### config.mk
export PLATFORM = sky130hd
export DESIGN_NAME = i2cm_ctrl
export DESIGN_NICKNAME = d
export VERILOG_FILES = /design/src/i2cm_ctrl.v
export VERILOG_INCLUDE_DIRS = /design/src
export SDC_FILE = /design/constraint.sdc
export NUM_CORES = 1
export LEC_CHECK = 0
export ABC_CLOCK_PERIOD_IN_PS = 5500
export BUFFER_PORTS_ARGS = -buffer_cell sky130_fd_sc_hd__buf_2
export CORE_UTILIZATION = 50
export CTS_BUF_LIST = sky130_fd_sc_hd__clkbuf_16
export DETAILED_ROUTE_END_ITERATION = 8
export PLACE_DENSITY = 0.67
export RECOVER_POWER = 100
export SLEW_MARGIN = 15
export SYNTH_ARGS = -nofsm -noshare
export SYNTH_HDL_FRONTEND = slang
export SYNTH_SLANG_ARGS = --single-unit
### constraint.sdc
create_clock -name clk_sys_i -period 5.5 [get_ports clk_sys_i]
set_input_delay 0.825 -clock clk_sys_i [delete_from_list [all_inputs] [get_ports clk_sys_i]]
set_output_delay 0.825 -clock clk_sys_i [all_outputs]
set_load 0.005 [all_outputs]
### src/i2cm_defs.vh
// constants for the single-master i2c controller
// assumes inclusion by bare name from the controller file
`ifndef I2CM_DEFS_VH
`define I2CM_DEFS_VH

// ------------------------------------------------------------
// data and buffer sizes
// ------------------------------------------------------------
`define I2CM_BYTE_W 8
`define I2CM_FIFO_DEPTH 32
`define I2CM_FIFO_AW 5
`define I2CM_FIFO_CW 6
`define I2CM_BIT_LAST 3'h7

// ------------------------------------------------------------
// baud generator
// ------------------------------------------------------------
`define I2CM_BAUD_W 16
`define I2CM_BAUD_RST 16'hFFFF
`define I2CM_BAUD_ONE 16'h0001

// ------------------------------------------------------------
// quarter-bit phases: low1, low2, high1, high2
// ------------------------------------------------------------
`define I2CM_PH_LOW1 2'h0
`define I2CM_PH_LOW2 2'h1
`define I2CM_PH_HIGH1 2'h2
`define I2CM_PH_HIGH2 2'h3

// ------------------------------------------------------------
// controller states
// ------------------------------------------------------------
`define I2CM_S_IDLE 3'h0
`define I2CM_S_START 3'h1
`define I2CM_S_BITS 3'h2
`define I2CM_S_ACK 3'h3
`define I2CM_S_STOP 3'h4
`define I2CM_S_NACKW 3'h5
`define I2CM_S_RHOLD 3'h6

`endif

### src/i2cm_ctrl.v
// single-master i2c controller with receive fifo
// assumes open-drain pins resolved outside; software drives control pulses
// Contract
// - only bus master; no multi-master arbitration in hardware.
// - address, data and acknowledge travel on sda, msb first.
// - pins in bus function are driven open-drain only.
// - slave may hold scl low; master waits until scl rises.
// - sda changes mid clock-low; input sampled mid clock-high.
// - all interrupt sources merge into one request output.
// - transmit needs enable and txi; receive, nack need enable; timer its own enable.
// - nack with no start/stop pending sets flag; start/stop set clears it.
// - after nack, bus stalls until start or stop is set.
// - receive-full sets at ack, clears when the fifo takes the byte; bus held until clear.
// - transmit-empty sets on enable, write address/write data first bit out.
// - data write clears transmit-empty while enabled; transmit irq needs flag and txi.
// - transmit-empty stretches ack start unless start or stop pending.
// - disabled with timer enable, irq each time baud count reaches 1.
// - transmit-empty flag sets regardless of transmit irq enable.
// - transmit dma request needs txi; receive dma follows receive data.
// - start is sda falling while scl high.
// - stop is sda rising while scl high, steered by stop bit.
// - start instead of stop at end gives a repeated start.
// - start waits for start bit and a written data register.
// - flush with start/stop discards pending byte, rearms transmit empty.
`timescale 1ns/10ps
`include "i2cm_defs.vh"

// ------------------------------------------------------------
// receive fifo
// ------------------------------------------------------------
module i2cm_fifo #(
  parameter W = `I2CM_BYTE_W,
  parameter D = `I2CM_FIFO_DEPTH,
  parameter AW = `I2CM_FIFO_AW,
  parameter CW = `I2CM_FIFO_CW
) (
  input wire clk_sys_i,
  input wire reset_n_i,
  input wire in_valid_i,
  output wire in_ready_o,
  input wire [W-1:0] in_data_i,
  output wire out_valid_o,
  input wire out_ready_i,
  output wire [W-1:0] out_data_o
);
  reg [W-1:0] mem_ff [0:D-1];
  reg [AW-1:0] wr_ptr_ff;
  reg [AW-1:0] rd_ptr_ff;
  reg [CW-1:0] cnt_ff;
  reg full_ff;
  reg valid_ff;
  wire push;
  wire pop;
  reg [CW-1:0] nxt_cnt;

  assign push = in_valid_i && !full_ff;
  assign pop = out_ready_i && valid_ff;
  assign in_ready_o = !full_ff;
  assign out_valid_o = valid_ff;
  assign out_data_o = mem_ff[rd_ptr_ff];

  always @* begin
    nxt_cnt = cnt_ff;
    if (push && !pop) begin
      nxt_cnt = cnt_ff + 1'b1;
    end else if (pop && !push) begin
      nxt_cnt = cnt_ff - 1'b1;
    end
  end

  always @(posedge clk_sys_i) begin
    if (push) begin
      mem_ff[wr_ptr_ff] <= in_data_i;
    end
  end

  always @(posedge clk_sys_i or negedge reset_n_i) begin
    if (!reset_n_i) begin
      wr_ptr_ff <= {AW{1'b0}};
      rd_ptr_ff <= {AW{1'b0}};
      cnt_ff <= {CW{1'b0}};
      full_ff <= 1'b0;
      valid_ff <= 1'b0;
    end else begin
      if (push) begin
        wr_ptr_ff <= wr_ptr_ff + 1'b1;
      end
      if (pop) begin
        rd_ptr_ff <= rd_ptr_ff + 1'b1;
      end
      cnt_ff <= nxt_cnt;
      full_ff <= (nxt_cnt == D[CW-1:0]);
      valid_ff <= (nxt_cnt != {CW{1'b0}});
    end
  end
endmodule // i2cm_fifo

// ------------------------------------------------------------
// controller
// ------------------------------------------------------------
module i2cm_ctrl (
  input wire clk_sys_i,
  input wire reset_n_i,
  input wire controller_enable_i,
  input wire transmit_irq_enable_i,
  input wire baud_timer_irq_enable_i,
  input wire [15:0] baud_reload_i,
  input wire start_set_i,
  input wire stop_set_i,
  input wire flush_set_i,
  input wire nak_set_i,
  input wire tx_write_i,
  input wire [7:0] tx_data_i,
  output wire [7:0] rx_data_o,
  output wire rx_valid_o,
  input wire rx_ready_i,
  output reg transmit_empty_flag_o,
  output reg receive_full_flag_o,
  output reg nack_event_flag_o,
  output reg ack_status_o,
  output reg start_pending_o,
  output reg stop_pending_o,
  output reg irq_o,
  output reg tx_dma_req_o,
  output reg rx_dma_req_o,
  input wire scl_i,
  output reg scl_o,
  output reg scl_oe_o,
  input wire sda_i,
  output reg sda_o,
  output reg sda_oe_o
);
  // ------------------------------------------------------------
  // pin synchronisers
  // ------------------------------------------------------------
  wire [1:0] pin_raw;
  wire [1:0] pin_flt;
  assign pin_raw = {scl_i, sda_i};
  genvar g;
  generate
    for (g = 0; g < 2; g = g + 1) begin : g_sync
      reg [2:0] s_ff;
      reg flt_ff;
      always @(posedge clk_sys_i or negedge reset_n_i) begin
        if (!reset_n_i) begin
          s_ff <= 3'h7;
          flt_ff <= 1'b1;
        end else begin
          s_ff <= {s_ff[1:0], pin_raw[g]};
          if (s_ff[1] == s_ff[2]) begin
            flt_ff <= s_ff[2];
          end
        end
      end
      assign pin_flt[g] = flt_ff;
    end
  endgenerate
  wire scl_in;
  wire sda_in;
  assign scl_in = pin_flt[1];
  assign sda_in = pin_flt[0];

  // ------------------------------------------------------------
  // baud generator
  // ------------------------------------------------------------
  reg [15:0] baud_cnt_ff;
  wire tick;
  assign tick = (baud_cnt_ff == `I2CM_BAUD_ONE);
  always @(posedge clk_sys_i or negedge reset_n_i) begin
    if (!reset_n_i) begin
      baud_cnt_ff <= `I2CM_BAUD_RST;
    end else if ((baud_cnt_ff <= `I2CM_BAUD_ONE) || (baud_cnt_ff > baud_reload_i)) begin
      // a lowered reload takes effect at once instead of after the old count
      baud_cnt_ff <= baud_reload_i;
    end else begin
      baud_cnt_ff <= baud_cnt_ff - 1'b1;
    end
  end

  // ------------------------------------------------------------
  // receive holding register into fifo
  // ------------------------------------------------------------
  reg [7:0] rxbuf_ff;
  reg receive_full_flag_ff;
  wire rx_in_ready;
  i2cm_fifo #(
    .W(`I2CM_BYTE_W),
    .D(`I2CM_FIFO_DEPTH),
    .AW(`I2CM_FIFO_AW),
    .CW(`I2CM_FIFO_CW)
  ) u_rx_fifo (
    .clk_sys_i(clk_sys_i),
    .reset_n_i(reset_n_i),
    .in_valid_i(receive_full_flag_ff),
    .in_ready_o(rx_in_ready),
    .in_data_i(rxbuf_ff),
    .out_valid_o(rx_valid_o),
    .out_ready_i(rx_ready_i),
    .out_data_o(rx_data_o)
  );

  // ------------------------------------------------------------
  // controller state
  // ------------------------------------------------------------
  reg [2:0] state_ff;
  reg [1:0] phase_ff;
  reg [2:0] bitcnt_ff;
  reg [7:0] shift_ff;
  reg [7:0] data_ff;
  reg transmit_empty_flag_ff;
  reg start_ff;
  reg stop_ff;
  reg nack_ff;
  reg nak_ff;
  reg rd_ff;
  reg addr_ff;
  reg sda_low_ff;
  reg nack_seen_ff;
  wire en;
  wire tx_byte;
  wire tx_wait;
  wire stretch;
  wire hold;
  wire adv;
  wire ending;
  assign en = controller_enable_i;
  assign tx_byte = addr_ff || !rd_ff;
  assign tx_wait = tx_byte && transmit_empty_flag_ff && !start_ff && !stop_ff && !(addr_ff && rd_ff);
  assign stretch = (phase_ff == `I2CM_PH_HIGH1) && !scl_in;
  assign hold = ((state_ff == `I2CM_S_ACK) && (phase_ff == `I2CM_PH_LOW1) && tx_wait)
    || ((state_ff == `I2CM_S_START) && (phase_ff == `I2CM_PH_LOW1) && transmit_empty_flag_ff);
  assign adv = tick && !stretch && !hold;
  assign ending = adv && (phase_ff == `I2CM_PH_HIGH2);

  // no arbitration logic: this end is always the only master
  always @(posedge clk_sys_i or negedge reset_n_i) begin
    if (!reset_n_i) begin
      state_ff <= `I2CM_S_IDLE;
      phase_ff <= `I2CM_PH_LOW1;
      bitcnt_ff <= 3'h0;
      shift_ff <= 8'h00;
      data_ff <= 8'h00;
      rxbuf_ff <= 8'h00;
      transmit_empty_flag_ff <= 1'b1;
      receive_full_flag_ff <= 1'b0;
      start_ff <= 1'b0;
      stop_ff <= 1'b0;
      nack_ff <= 1'b0;
      nak_ff <= 1'b0;
      rd_ff <= 1'b0;
      addr_ff <= 1'b0;
      sda_low_ff <= 1'b0;
      nack_seen_ff <= 1'b0;
    end else begin
      if (tx_write_i) begin
        data_ff <= tx_data_i;
        transmit_empty_flag_ff <= 1'b0;
      end
      if (start_set_i || stop_set_i) begin
        nack_ff <= 1'b0;
        if (flush_set_i) begin
          transmit_empty_flag_ff <= 1'b1;
        end
      end
      if (nak_set_i) begin
        nak_ff <= 1'b1;
      end
      if (receive_full_flag_ff && rx_in_ready) begin
        receive_full_flag_ff <= 1'b0;
      end
      if (start_set_i) begin
        start_ff <= 1'b1;
      end
      if (stop_set_i) begin
        stop_ff <= 1'b1;
      end
      if (adv) begin
        phase_ff <= phase_ff + 1'b1;
      end
      if (!en) begin
        transmit_empty_flag_ff <= 1'b1;
        state_ff <= `I2CM_S_IDLE;
        phase_ff <= `I2CM_PH_LOW1;
        sda_low_ff <= 1'b0;
      end else begin
        case (state_ff)
          `I2CM_S_IDLE: begin
            phase_ff <= `I2CM_PH_LOW1;
            if (start_ff && !transmit_empty_flag_ff && tick) begin
              state_ff <= `I2CM_S_START;
            end
          end
          `I2CM_S_START: begin
            if (adv && phase_ff == `I2CM_PH_LOW1) begin
              sda_low_ff <= 1'b0;
            end
            if (adv && phase_ff == `I2CM_PH_HIGH1) begin
              sda_low_ff <= 1'b1;
            end
            if (ending) begin
              state_ff <= `I2CM_S_BITS;
              shift_ff <= data_ff;
              rd_ff <= data_ff[0];
              addr_ff <= 1'b1;
              bitcnt_ff <= 3'h0;
              start_ff <= start_set_i;
              transmit_empty_flag_ff <= ~data_ff[0];
            end
          end
          `I2CM_S_BITS: begin
            if (adv && phase_ff == `I2CM_PH_LOW1) begin
              sda_low_ff <= tx_byte & ~shift_ff[7];
            end
            if (adv && phase_ff == `I2CM_PH_HIGH1) begin
              shift_ff <= {shift_ff[6:0], sda_in};
            end
            if (ending) begin
              bitcnt_ff <= bitcnt_ff + 1'b1;
              if (bitcnt_ff == `I2CM_BIT_LAST) begin
                state_ff <= `I2CM_S_ACK;
                if (!tx_byte) begin
                  rxbuf_ff <= shift_ff;
                  receive_full_flag_ff <= 1'b1;
                end
              end
            end
          end
          `I2CM_S_ACK: begin
            if (adv && phase_ff == `I2CM_PH_LOW1) begin
              sda_low_ff <= ~tx_byte & ~nak_ff;
            end
            if (adv && phase_ff == `I2CM_PH_HIGH1) begin
              nack_seen_ff <= tx_byte ? sda_in : nak_ff;
            end
            if (ending) begin
              if (nack_seen_ff && !start_ff && !stop_ff) begin
                nack_ff <= 1'b1;
                state_ff <= `I2CM_S_NACKW;
              end else if (stop_ff) begin
                state_ff <= `I2CM_S_STOP;
              end else if (start_ff) begin
                state_ff <= `I2CM_S_START;
              end else if (rd_ff) begin
                state_ff <= `I2CM_S_RHOLD;
              end else begin
                state_ff <= `I2CM_S_BITS;
                shift_ff <= data_ff;
                addr_ff <= 1'b0;
                transmit_empty_flag_ff <= 1'b1;
              end
            end
          end
          `I2CM_S_RHOLD: begin
            phase_ff <= `I2CM_PH_LOW1;
            if (!receive_full_flag_ff) begin
              state_ff <= `I2CM_S_BITS;
              addr_ff <= 1'b0;
            end
          end
          `I2CM_S_NACKW: begin
            phase_ff <= `I2CM_PH_LOW1;
            if (stop_ff) begin
              state_ff <= `I2CM_S_STOP;
            end else if (start_ff) begin
              state_ff <= `I2CM_S_START;
            end
          end
          `I2CM_S_STOP: begin
            if (adv && phase_ff == `I2CM_PH_LOW1) begin
              sda_low_ff <= 1'b1;
            end
            if (adv && phase_ff == `I2CM_PH_HIGH1) begin
              sda_low_ff <= 1'b0;
            end
            if (ending) begin
              state_ff <= `I2CM_S_IDLE;
              stop_ff <= stop_set_i;
              nak_ff <= nak_set_i;
            end
          end
          default: begin
            state_ff <= `I2CM_S_IDLE;
          end
        endcase
      end
    end
  end

  // ------------------------------------------------------------
  // pins, flags, interrupt and dma requests
  // ------------------------------------------------------------
  wire scl_pull;
  assign scl_pull = (state_ff == `I2CM_S_NACKW) || (state_ff == `I2CM_S_RHOLD)
    || ((state_ff != `I2CM_S_IDLE) && !phase_ff[1]);
  always @(posedge clk_sys_i or negedge reset_n_i) begin
    if (!reset_n_i) begin
      scl_o <= 1'b0;
      sda_o <= 1'b0;
      scl_oe_o <= 1'b0;
      sda_oe_o <= 1'b0;
      transmit_empty_flag_o <= 1'b1;
      receive_full_flag_o <= 1'b0;
      nack_event_flag_o <= 1'b0;
      ack_status_o <= 1'b0;
      start_pending_o <= 1'b0;
      stop_pending_o <= 1'b0;
      irq_o <= 1'b0;
      tx_dma_req_o <= 1'b0;
      rx_dma_req_o <= 1'b0;
    end else begin
      scl_o <= 1'b0;
      sda_o <= 1'b0;
      scl_oe_o <= en & scl_pull;
      sda_oe_o <= en & sda_low_ff;
      transmit_empty_flag_o <= transmit_empty_flag_ff;
      receive_full_flag_o <= receive_full_flag_ff;
      nack_event_flag_o <= nack_ff;
      if (state_ff == `I2CM_S_ACK && ending && tx_byte) begin
        ack_status_o <= ~nack_seen_ff;
      end
      start_pending_o <= start_ff;
      stop_pending_o <= stop_ff;
      irq_o <= (en & transmit_empty_flag_ff & transmit_irq_enable_i)
        | (en & (receive_full_flag_ff | nack_ff))
        | (~en & baud_timer_irq_enable_i & tick);
      tx_dma_req_o <= en & transmit_empty_flag_ff & transmit_irq_enable_i;
      rx_dma_req_o <= rx_valid_o;
    end
  end
endmodule // i2cm_ctrl

Yosys cells after proc, flatten, opt, wreduce, memory -nomap -nowiden:

Memories as Yosys holds them, arrays and structs flattened.
Index checks and enable logic that the tools add are counted.

* bits in read-only memories: 0
* memories: 1
* logic and storage cells: 245
* memory bits (writable): 256
* input port bits: 37
* output and inout bits: 22
* bits in registers: 95
* latch bits: 0

Memories
* u_rx_fifo.mem_ff: depth 32, bits a word 8, read ports 1, clocked after Yosys merged registers in 0, wr ports 1, line i2cm_ctrl.v:46 `reg [W-1:0] mem_ff [0:D-1];`

* magnitude comparators: 2
* eq/ne operators: 36
* shift operators: 0
* divide/modulo/power cells: 0
* add/subtract/negate cells: 7
* multiplexer cells: 84
* bitwise operators: 18
* multipliers: 0
* reduce and logical (&&, ||, !) cells: 60

Operators with widths (count)
* 2-to-1 mux 8 bit: 7
* 2-to-1 mux 1 bit: 50
* 2-to-1 mux 3 bit: 15
* inequality test 3 bit (second input constant): 9
* logical AND 1 bit: 26
* one-hot mux 8 bit (3 select lines): 1
* one-hot mux 3 bit (7 select lines): 1
* inequality test 2 bit (second input constant): 9
* AND reduction 9 bit: 2
* == test 16 x 1 -> 1 bit (second input constant): 1
* > comparator 16 bit: 1
* <= comparator 16 x 1 -> 1 bit (second input constant): 1
* 2-to-1 mux 16 bit: 1
* subtractor 16 x 1 -> 16 bit (second input constant): 1
* == test 3 bit (second input constant): 4
* zero test 1 bit: 12
* 2-to-1 mux 6 bit: 2
* adder 5 x 1 -> 5 bit (second input constant): 2
* AND reduction 5 bit: 2
* bitwise AND 1 bit: 9
* nonzero test 3 bit: 3
* inequality test 4 bit (second input constant): 2
* AND reduction 8 bit: 1
* adder 6 x 1 -> 6 bit (second input constant): 1
* 26 further kinds: 44

Longest topological paths before layout:

Gate-level depths: netlist (run 1).

* word-level depth: 15
* mapped depth: 10
* mapped depth without buffers: 8

Modules after synthesis:

Synthesis (run 1) repeated with hierarchy kept, for this count alone.

* cells, all modules: 900
* area, all modules: 15019.4 µm²

By module, submodules not included
* i2cm_fifo: times used 1, area each 10837.9 µm², cells an instance 506, sequential area each 8137.8 µm²
* i2cm_ctrl: times used 1, area each 4181.5 µm², cells an instance 394, sequential area each 1959.4 µm²

Worst setup path before layout (run 1):

Ideal clock, no wire load.

* path kind: flip-flop to output port
* start point: reg u_rx_fifo.rd_ptr_ff[1]
* end point: out rx_data_o[0]
* path buffers: 2
* required time: 4675 ps
* cell stages (with the launch flop): 6
* data arrival time: 2093 ps
* setup slack: 2582 ps
* path through: dfrtp_1 -> clkbuf_1 -> clkbuf_1 -> mux4_2 -> mux4_2 -> mux2_2

* word-level cells in the longest chain between the ends: 1

RTL lines
* start: declaration: line i2cm_ctrl.v:48 `reg [AW-1:0] rd_ptr_ff;`
* start signal: assignment: line i2cm_ctrl.v:80 `rd_ptr_ff <= {AW{1'b0}};`
* start signal: assignment: line i2cm_ctrl.v:89 `rd_ptr_ff <= rd_ptr_ff + 1'b1;`
* memory (32 x 8 bit)
* end: declaration: line i2cm_ctrl.v:114 `output wire [7:0] rx_data_o,`

No other way between the ends.

Worst setup path in the final report (run 1):

Ends and elaborated chain as after synthesis.

==> results of run 1 <==
-- synth_stat cells (all sizes together) (2+ instances only) --
master,count,area (um2)
edfxtp,256,7690
mux4,80,1800
dfrtp,69,1730
nor2,56,213
nand2,44,168
inv,34,128
ha,30,375
dfstp,26,683
mux2i,26,260
mux2,25,282
o21ai,21,105
xnor2,21,184
buf,19,126
clkbuf,19,72.6
nand3,18,90.1
a21oi,12,60.1
nor3,11,55.1
nand4,10,77.6
nor4,9,62.6
nor2b,7,43.8
a21o,6,45.0
nand2b,5,31.3
or3,5,31.3
xor2,5,43.8
and3,4,25.0
nor4b,4,35.0
o31ai,4,30.0
a211oi,3,22.5
a31oi,3,18.8
nand3b,3,22.5
nor3b,3,22.5
o211ai,3,22.5
a311oi,2,17.5
a41oi,2,17.5
and2,2,12.5
and4,2,17.5
maj3,2,20.0
o21a,2,15.0
o221ai,2,17.5
or3b,2,17.5
or4,2,15.0
-- cell usage in the layout, fill, tap and decap left out, drive strengths merged, types with 6 or more instances in the layout --
cell and count:
ha 30, mux2i 26, buf 48, nor4 9
a21o 6, mux4 80, a21oi 12, nand4 10
nand2 44, nor3 11, nand3 18, dfstp 26
inv 42, clkbuf 52, clkinv 16, mux2 25
edfxtp 256, nor2b 7, xnor2 21, nor2 56
dfrtp 69, o21ai 21
-- how the worst max path moves through the flow --
stage | slack [ns] | endpoint | depth (start not counted) | startpoint
final | 1.27 | rx_data_o[0] | 5 | u_rx_fifo.rd_ptr_ff[1]
after global routing | 1.14 | rx_data_o[1] | 5 | u_rx_fifo.rd_ptr_ff[1]
after global placement | 2.09 | rx_data_o[1] | 5 | u_rx_fifo.rd_ptr_ff[0]
after detailed placement | 2.08 | rx_data_o[1] | 5 | u_rx_fifo.rd_ptr_ff[0]
after floorplan | 2.58 | rx_data_o[0] | 5 | u_rx_fifo.rd_ptr_ff[1]
after CTS | 1.51 | rx_data_o[0] | 5 | u_rx_fifo.rd_ptr_ff[0]
-- stage by stage --
stage / total power, uW / instance area [um2] / setup slack [ns] / utilization
5_1_grt: 7080 / 16700 / 1.14 / 0.576
4_1_cts: 6880 / 16700 / 1.51 / 0.578
2_1_floorplan: 4090 / 14800 / 2.58 / -
3_5_place_dp: 4330 / 15500 / 2.08 / 0.534
6_report: 6810 / 16700 / 1.27 / 0.576
3_3_place_gp: 4310 / 15500 / 2.09 / 0.534
-- registers in the layout, summed over array words and instances, names as in the netlist, 2 cells and up --
register	cells
g_sync.flt_ff	2
state_ff	3
u_rx_fifo.rd_ptr_ff	5
u_rx_fifo.mem_ff	256
baud_cnt_ff	16
shift_ff	8
data_ff	8
g_sync.s_ff	6
u_rx_fifo.wr_ptr_ff	5
phase_ff	2
u_rx_fifo.cnt_ff	6
rxbuf_ff	8
bitcnt_ff	3
-- cell families (layout without fill, tap and decap cells) --
group	count (synthesis)	count (layout)
XOR/XNOR	26	26
adder cells (fa/ha/maj)	32	32
multiplexers	131	131
buffers and inverters	72	164
other	1	2
AO/OA/AOI/OAI	71	71
AND/OR/NAND/NOR	190	190
flip-flops	351	351
-- per-layer routing --
metal	up-vias	share of wire
met2	272	0.49
met5	-	0.00027
met3	61	0.059
met1	4022	0.43
met4	2	0.021
li1	3530	-
-- power breakdown --
group	total, uW	switching [uW]	internal [uW]
Sequential	3230	244	2990
Clock	2550	1020	1530
Combinational	1030	513	513
-- cell type report --
type,count,area share
clock buffer,39,0.0585
clock inverter,30,0.0173
inverter,34,0.00765
multi-input combinational,452,0.263
sequential,351,0.606
tap,384,0.0288
timing repair buffer,61,0.0188
-- worst register-to-register path: cells and delay by family, from the launching register on --
family / cells / cell delay, ns
and+or+nand+nor: 2 / 2.41
DFF: 1 / 0.71
muxes: 1 / 0.56
==> results.yml, run 1 <==
route:
  drc: 0
  ant_nets: 0
  first_iter_violations: 801
  totalWireLength_mm: 30.1
  avgViaCountPerCell: 5.84
  dr_total_vias: 7887
  drt_pass1_iterations: 5
  wl_per_cell_um: 22.3
status:
  violations: "capacitance limit, slew limit"
  status: "complete, but fails checks"
global_route:
  grt_use_met2: 0.330
  grt_pass1_wl_mm: 47.3
  busiest_layer: "met2"
  track_usage: 0.206
  met1_usage: 0.292
  grtUsageMet3: 0.0341
  grt_overflow: 0
  first_global_vias: 8143
  grt_max_degree: 59
  antenna_found_initial: 1
power_and_ir_drop:
  powerDensity_nw_per_um2: 408
  p_leak_uw: 0.00521
  peakVddDrop_v: 0.000327
sta:
  post-route-period-util: 0.770
  worst_slew_pin_slew_ns: 2.58
  max-slew-margin-rel: -0.722
  fmax_ghz: 0.236
  period_minus_slack_ns: 4.23
  grt_setup_unrepaired: "no"
  setup-tns-final_ns: 0
  hold_viol_final: 0
  fin_skew_ns: 0.0185
  setup_violations: 0
  whs_ns: 0.356
  slew_viol_final: 61
setup_path:
  crit_type: "register to output port"
  cp_num_buf_inv: 2
  crit_top_cell: "mux4_2"
  reg2regPathDepth: 3
  cp.arrival_ns: 3.41
  rr_endpoint: "rxbuf_ff[5]"
  r2r_slack_ns: 1.70
  max_stage_delay_ns: 0.99
  path_cells: "buf_4, mux4_2, mux4_2, mux2_1, buf_2"
  critical_path.endpoint_type: "output port"
  critPathMaxFanout: 22
  startpoint_type: "register"
  reg2reg_from: "state_ff[1]"
  cpMaxStageDelayCell: "dfrtp_1"
  cp_top_family: "multiplexers"
  required_ns: 4.68
place:
  place.port_buffers: 56
  gp_congestion: 0.844
  hpwl_mm: 18.7
  numPlacedInstances: 1282
clock_network:
  htreeDepth: 2
  cts_sinks: 351
  cts-buffers-inserted: 38
  cts_tree: "done"
  ctsResizeCount: 0
  ctsHoldBuffers: 0
  clockRootBuffer: "clkbuf_16"
  clkLatencyLatePin_ns: 0.53
  clkTransAtPathRegs_ns: 0.06
  clock_path_buffers: 3
  cts_setup_buffers: 0
final_layout:
  num-nets-final: 1005
  drive_gt1_frac: 0.236
  n_fill_cell: 2208
  antennaDiodeCount: 0
  syn_to_final_growth_pct: 12.5
  multiInputGateArea_um2: 4390
  layout.cells.non_filler: 1351
  register_area_um2: 10100
yosys:
  syn_area_um2: 14800
  muxShareOfSynthArea: 0.158
  synthXorXnorAreaFrac: 0.0154
  synth_flop_cell: "edfxtp_1"
  synth_edf_count: 256
  synth_top_family_by_area: "multiplexers"
  syn_area_per_cell_um2: 17.0
  synth_fa_ha_area_frac: 0.0267
  synthSimpleGateAreaFrac: 0.0650
  async_flop_share: 0.271
  synth_compound_area_frac: 0.0319
  syn_inst: 874
  synth-seq-cells: 351
  yosys_warnings: 0
  ys_seq_area_frac: 0.681
  synth.distinct_cells: 66
floorplan:
  die_area_um2: 30400
  core_area_um2: 28900
  io_pins: 59
  num_rows: 62
  fp.dieW_um: 174
  initial_utilization: 0.513
  die_h_um: 174
hold_path:
  hp-class: "register to register"
  min-delay-start: "g_sync[1].s_ff[0]"
  holdPathStages: 0
  min_to: "g_sync[1].s_ff[1]"
flow_run:
  drv_cap: 2
Power figures use the tool's default switching activity.
==> inputs of run 2 (changes only) <==
--- a/config.mk
+++ b/config.mk
@@ -6,7 +6,8 @@
 export SDC_FILE = /design/constraint.sdc
 export NUM_CORES = 1
 export LEC_CHECK = 0
-export ABC_CLOCK_PERIOD_IN_PS = 5500
+export ABC_AREA = 1
+export ABC_CLOCK_PERIOD_IN_PS = 3990
 export BUFFER_PORTS_ARGS = -buffer_cell sky130_fd_sc_hd__buf_2
 export CORE_UTILIZATION = 50
 export CTS_BUF_LIST = sky130_fd_sc_hd__clkbuf_16
==> constraint.sdc (replaced) <==
create_clock -name clk_sys_i -period 3.99 [get_ports clk_sys_i]
set_input_delay 0.5985 -clock clk_sys_i [delete_from_list [all_inputs] [get_ports clk_sys_i]]
set_output_delay 0.5985 -clock clk_sys_i [all_outputs]
set_load 0.005 [all_outputs]
==> results.yml, run 2 <==
status:
  status: "complete, but fails checks"
  violations: "capacitance limit, slew limit"
clock_network:
  cts_tree: "done"
  clkTransAtPathRegs_ns: 0.06
  clkLatencyLatePin_ns: 0.54
  htreeDepth: 2
  clock_path_buffers: 3
  cts_sinks: 351
  cts-buffers-inserted: 37
  ctsHoldBuffers: 1
  ctsResizeCount: 0
  clockRootBuffer: "clkbuf_16"
  cts_setup_buffers: 0
global_route:
  grt_pass1_wl_mm: 55.9
  grt_overflow: 0
  track_usage: 0.231
  antenna_found_initial: 0
  grt_max_degree: 136
  first_global_vias: 10300
final_layout:
  final_cell_mix: "256 x edfxtp_1, 229 x nand2_1, 219 x nor2_1"
  largestRegisters: "u_rx_fifo.mem_ff (256), baud_cnt_ff (16)"
  multiInputGateArea_um2: 4570
  num-nets-final: 1561
  syn_to_final_growth_pct: 11.1
  drive_gt1_frac: 0.104
  layout_commonest_cell: "edfxtp_1"
  final_area_um2: 17200
  n_fill_cell: 2569
  largest_register_ffs: 256
  register_area_um2: 10100
  antennaDiodeCount: 0
  largest_register: "u_rx_fifo.mem_ff"
setup_path:
  required_ns: 3.39
  crit_top_cell: "nand2_1"
  startpoint_type: "register"
  path_cells: "buf_4, o22ai_1, nand2_1, nand2_1, a21oi_1, nand2_1, nand2_1, inv_1, buf_2"
  reg2regPathDepth: 4
  cp_top_family: "buffers and inverters"
  crit_type: "register to output port"
  critPathMaxFanout: 90
  cpMaxStageDelayCell: "buf_4"
  rr_endpoint: "u_rx_fifo.mem_ff[22][5]"
  path_depth: 9
  max_stage_delay_ns: 0.73
  critical_path.endpoint_type: "output port"
  crit_start: "u_rx_fifo.rd_ptr_ff[1]"
  cp_num_buf_inv: 3
  reg2reg_from: "receive_full_flag_ff"
  cp.arrival_ns: 2.83
  r2r_slack_ns: 1.15
  endpoint: "rx_data_o[2]"
route:
  avgViaCountPerCell: 5.57
  ant_nets: 0
  dr_total_vias: 10700
  totalWireLength_mm: 35.8
  drt_pass1_iterations: 7
  drc: 0
  first_iter_violations: 1010
  wl_per_cell_um: 18.7
yosys:
  yosysTopAreaCell: "edfxtp_1"
  syn_area_um2: 15400
  synth_edf_count: 256
  yosysTopAreaCellShare: 0.498
  synth_area_leaders: "edfxtp_1 50%, dfrtp_1 11%, o21ai_0 5.6%"
  ys_seq_area_frac: 0.654
  synth-seq-cells: 351
  async_flop_share: 0.271
  synth.distinct_cells: 45
  syn_area_per_cell_um2: 10.7
  yosysMostFrequentCell: "edfxtp_1"
  syn_inst: 1440
  synth_flop_cell: "edfxtp_1"
  yosys_warnings: 0
  synth_common_cells: "256 x edfxtp_1, 229 x nand2_1, 216 x nor2_1"
sta:
  setup-tns-final_ns: 0
  slew_viol_final: 165
  worst_slew_pin_slew_ns: 1.88
  post-route-period-util: 0.858
  hold_viol_final: 0
  fin_skew_ns: 0.0338
  timing.final.ws_setup_ns: 0.565
  period_minus_slack_ns: 3.43
  max-slew-margin-rel: -0.254
  setup_violations: 0
  fmax_ghz: 0.292
  grt_setup_unrepaired: "no"
power_and_ir_drop:
  peakVddDrop_v: 0.000449
  powerDensity_nw_per_um2: 635
  p_leak_uw: 0.00732
place:
  place_area_um2: 16100
  place.port_buffers: 56
  place_ws_ns: 1.14
  hpwl_mm: 22.1
  gp_congestion: 0.916
floorplan:
  die_h_um: 178
  die_area_um2: 31600
  fp.dieW_um: 178
  initial_utilization: 0.514
  io_pins: 59
  num_rows: 63
  core_area_um2: 30000
hold_path:
  hp-class: "primary input to register"
flow_run:
  drv_cap: 5
==> run 2: cell type report <==
class	count	share of cell area
Tap cell	390	0.0284
Sequential cell	351	0.588
Clock buffer	37	0.0539
Timing Repair Buffer	75	0.0238
Inverter	122	0.0268
Multi-Input combinational cell	907	0.266
Clock inverter	30	0.0122
==> run 2: worst min-delay path by stage <==
stage / start / to / cells past startpoint
floorplan: reset_n_i / ack_status_o / 0
CTS: scl_i / g_sync[1].s_ff[0] / 1
global placement: g_sync[0].s_ff[0] / g_sync[0].s_ff[1] / 0
detailed placement: g_sync[1].s_ff[0] / g_sync[1].s_ff[1] / 0
global route: sda_i / g_sync[0].s_ff[0] / 1
finish: scl_i / g_sync[1].s_ff[0] / 1
==> run 2: power breakdown <==
| group | switching (uW) | internal (uW) |
|---|---|---|
| sequential | 186 | 4120 |
| combinational | 2230 | 1120 |
| clock | 1410 | 1830 |
| total | 3830 | 7070 |
==> run 2: logic make-up after synthesis <==
logic type | after synthesis | share of synthesized area
flip-flops | 351 | 0.654
adder cells (fa/ha/maj) | 32 | 0.0256
other | 1 | 0.000243
AND/OR/NAND/NOR | 564 | 0.157
XOR/XNOR | 21 | 0.0119
AO/OA/AOI/OAI | 288 | 0.105
buffers and inverters | 183 | 0.0469
==> run 2: layer usage <==
metal,routed length (um),global-route usage
met5,0,0
met4,820,0.0673
met3,2370,0.0351
met2,17300,0.389
met1,15300,0.310
==> run 2: worst register-to-register path: stages (launching register included) <==
cell and delay (ns):
dfrtp_1 0.53, inv_1 0.09, nor2_1 0.47, nand2_1 0.49, nor2_1 0.87
==> run 2: stage by stage <==
stage	cells	hold WS (ns)	power [uW]	utilization
global route	1912	0.163	11500	0.572
finish	1912	0.179	10900	0.572
global placement	1844	0.346	7660	0.537
detailed placement	1844	0.347	7720	0.537
floorplan	1441	0.303	6670	-
CTS	1912	0.159	11000	0.575
==> inputs of run 3 (changes only) <==
--- a/config.mk
+++ b/config.mk
@@ -6,7 +6,6 @@
 export SDC_FILE = /design/constraint.sdc
 export NUM_CORES = 1
 export LEC_CHECK = 0
-export ABC_AREA = 1
 export ABC_CLOCK_PERIOD_IN_PS = 3990
 export BUFFER_PORTS_ARGS = -buffer_cell sky130_fd_sc_hd__buf_2
 export CORE_UTILIZATION = 50
==> results.yml, run 3 (same netlist as run 1, synthesis figures left out) <==
setup_path:
  critical_path.endpoint_type: "output port"
  required_ns: 3.39
  critPathMaxFanout: 22
  cp.arrival_ns: 3.15
  crit_type: "register to output port"
  startpoint_type: "register"
sta:
  period_minus_slack_ns: 3.75
  slew_viol_final: 0
  setup-tns-final_ns: 0
  post-route-period-util: 0.940
  fin_skew_ns: 0.0228
  setup_violations: 0
  grt_setup_unrepaired: "no"
  fmax_ghz: 0.267
  hold_viol_final: 0
  worst_slew_pin_slew_ns: 1.37
  max-slew-margin-rel: 0.0897
floorplan:
  fp.dieW_um: 174
  initial_utilization: 0.513
  core_area_um2: 28900
  num_rows: 62
  die_h_um: 174
  die_area_um2: 30400
  io_pins: 59
route:
  ant_nets: 0
  drt_pass1_iterations: 5
  first_iter_violations: 685
  avgViaCountPerCell: 5.72
  wl_per_cell_um: 22.0
  totalWireLength_mm: 30.2
  drc: 0
  dr_total_vias: 7849
hold_path:
  hp-class: "primary input to async pin"
place:
  hpwl_mm: 19.0
  gp_congestion: 0.839
  place.port_buffers: 56
  numPlacedInstances: 1302
power_and_ir_drop:
  powerDensity_nw_per_um2: 550
  p_sw_frac: 0.266
  pwr-share-comb: 0.152
  power_frac_clock: 0.360
  p_int_uw: 6740
  p_leak_uw: 0.00523
  peakVddDrop_v: 0.000381
  p_seq_frac: 0.488
  switchingPower_uw: 2450
clock_network:
  ctsHoldBuffers: 0
  htreeDepth: 2
  clkLatencyLatePin_ns: 0.53
  ctsResizeCount: 0
  cts_sinks: 351
  clkTransAtPathRegs_ns: 0.06
  clockRootBuffer: "clkbuf_16"
  cts_setup_buffers: 0
  clock_path_buffers: 3
  cts_tree: "done"
  cts-buffers-inserted: 38
final_layout:
  antennaDiodeCount: 0
  largest_register: "u_rx_fifo.mem_ff"
  final_cell_mix: "256 x edfxtp_1, 80 x mux4_2, 67 x dfrtp_1"
  largestRegisters: "u_rx_fifo.mem_ff (256), baud_cnt_ff (16)"
  num-nets-final: 1025
  largest_register_ffs: 256
  syn_to_final_growth_pct: 12.6
  layout_commonest_cell: "edfxtp_1"
  n_fill_cell: 2198
  drive_gt1_frac: 0.233
  layout.cells.non_filler: 1372
global_route:
  track_usage: 0.205
  grt_max_degree: 60
  first_global_vias: 7965
  antenna_found_initial: 0
  grt_pass1_wl_mm: 46.9
  grt_overflow: 0
flow_run:
  drv_cap: 0
status:
  status: "finished clean"
==> run 3: changes by cell type in the layout (fill, tap and decap cells not counted), moves of 26 or more <==
cell / change
mux4_2: +80
nor2_1: -163
mux2i_1: +26
o22ai_1: -32
o21ai_0: -165
inv_1: -78
nand2_1: -185
nand3_1: -55
==> run 3: metrics by stage <==
step | instance area (um2) | utilization | hold slack (ns) | power, uW | setup WS, ns
after detailed placement | 15600 | 0.540 | 0.351 | 6020 | 0.780
after global placement | 15600 | 0.540 | 0.346 | 5980 | 0.797
after global routing | 16700 | 0.577 | 0.155 | 9610 | 0.0788
final | 16700 | 0.577 | 0.151 | 9190 | 0.241
after CTS | 16800 | 0.581 | 0.155 | 9330 | 0.221
after floorplan | 14800 | - | 0.303 | 5640 | 1.30
==> run 3: critical path, cell delays in order (launching register included) <==
cell	delay [ns]
dfrtp_4	0.70
clkbuf_4	0.41
mux4_2	0.54
mux4_2	0.51
mux2_2	0.32
buf_2	0.13
==> run 3: power by group through the flow <==
stage | clock network (uW) | registers (uW) | logic [uW]
floorplan | 0 | 4330 | 1310
global placement | 0 | 4560 | 1420
detailed placement | 0 | 4570 | 1450
CTS | 3380 | 4490 | 1450
global route | 3520 | 4530 | 1560
finish | 3310 | 4490 | 1400
==> run 3: area by class of cell <==
class	count	area, um2	area share
inverters	34	128	0.00764
repair buffers	81	405	0.0243
clock buffers	39	976	0.0584
well taps	384	480	0.0288
clock inverters	31	215	0.0129
flip-flops and latches	351	10100	0.605
multi-input cells	452	4400	0.263
==> run 3: routing by layer <==
| metal | wire, um | GRT usage |
|---|---|---|
| met1 | 12900 | 0.291 |
| met2 | 14600 | 0.330 |
| met3 | 2090 | 0.0383 |
| met4 | 555 | 0.0519 |
| met5 | 0 | 0 |
==> run 3: final timing paths <==
path	startpoint	end	slack (ns)	cells past startpoint
worst min register to register	g_sync[0].s_ff[0]	g_sync[0].s_ff[1]	0.36	0
max in group asynchronous	reset_n_i	rx_dma_req_o	2.12	2
worst max register to register	state_ff[0]	rxbuf_ff[1]	1.00	6
worst max-delay path	u_rx_fifo.rd_ptr_ff[0]	rx_data_o[0]	0.24	5
min in group clk_sys_i	scl_i	g_sync[1].s_ff[0]	0.18	1
worst min-delay path	reset_n_i	data_ff[4]	0.15	1
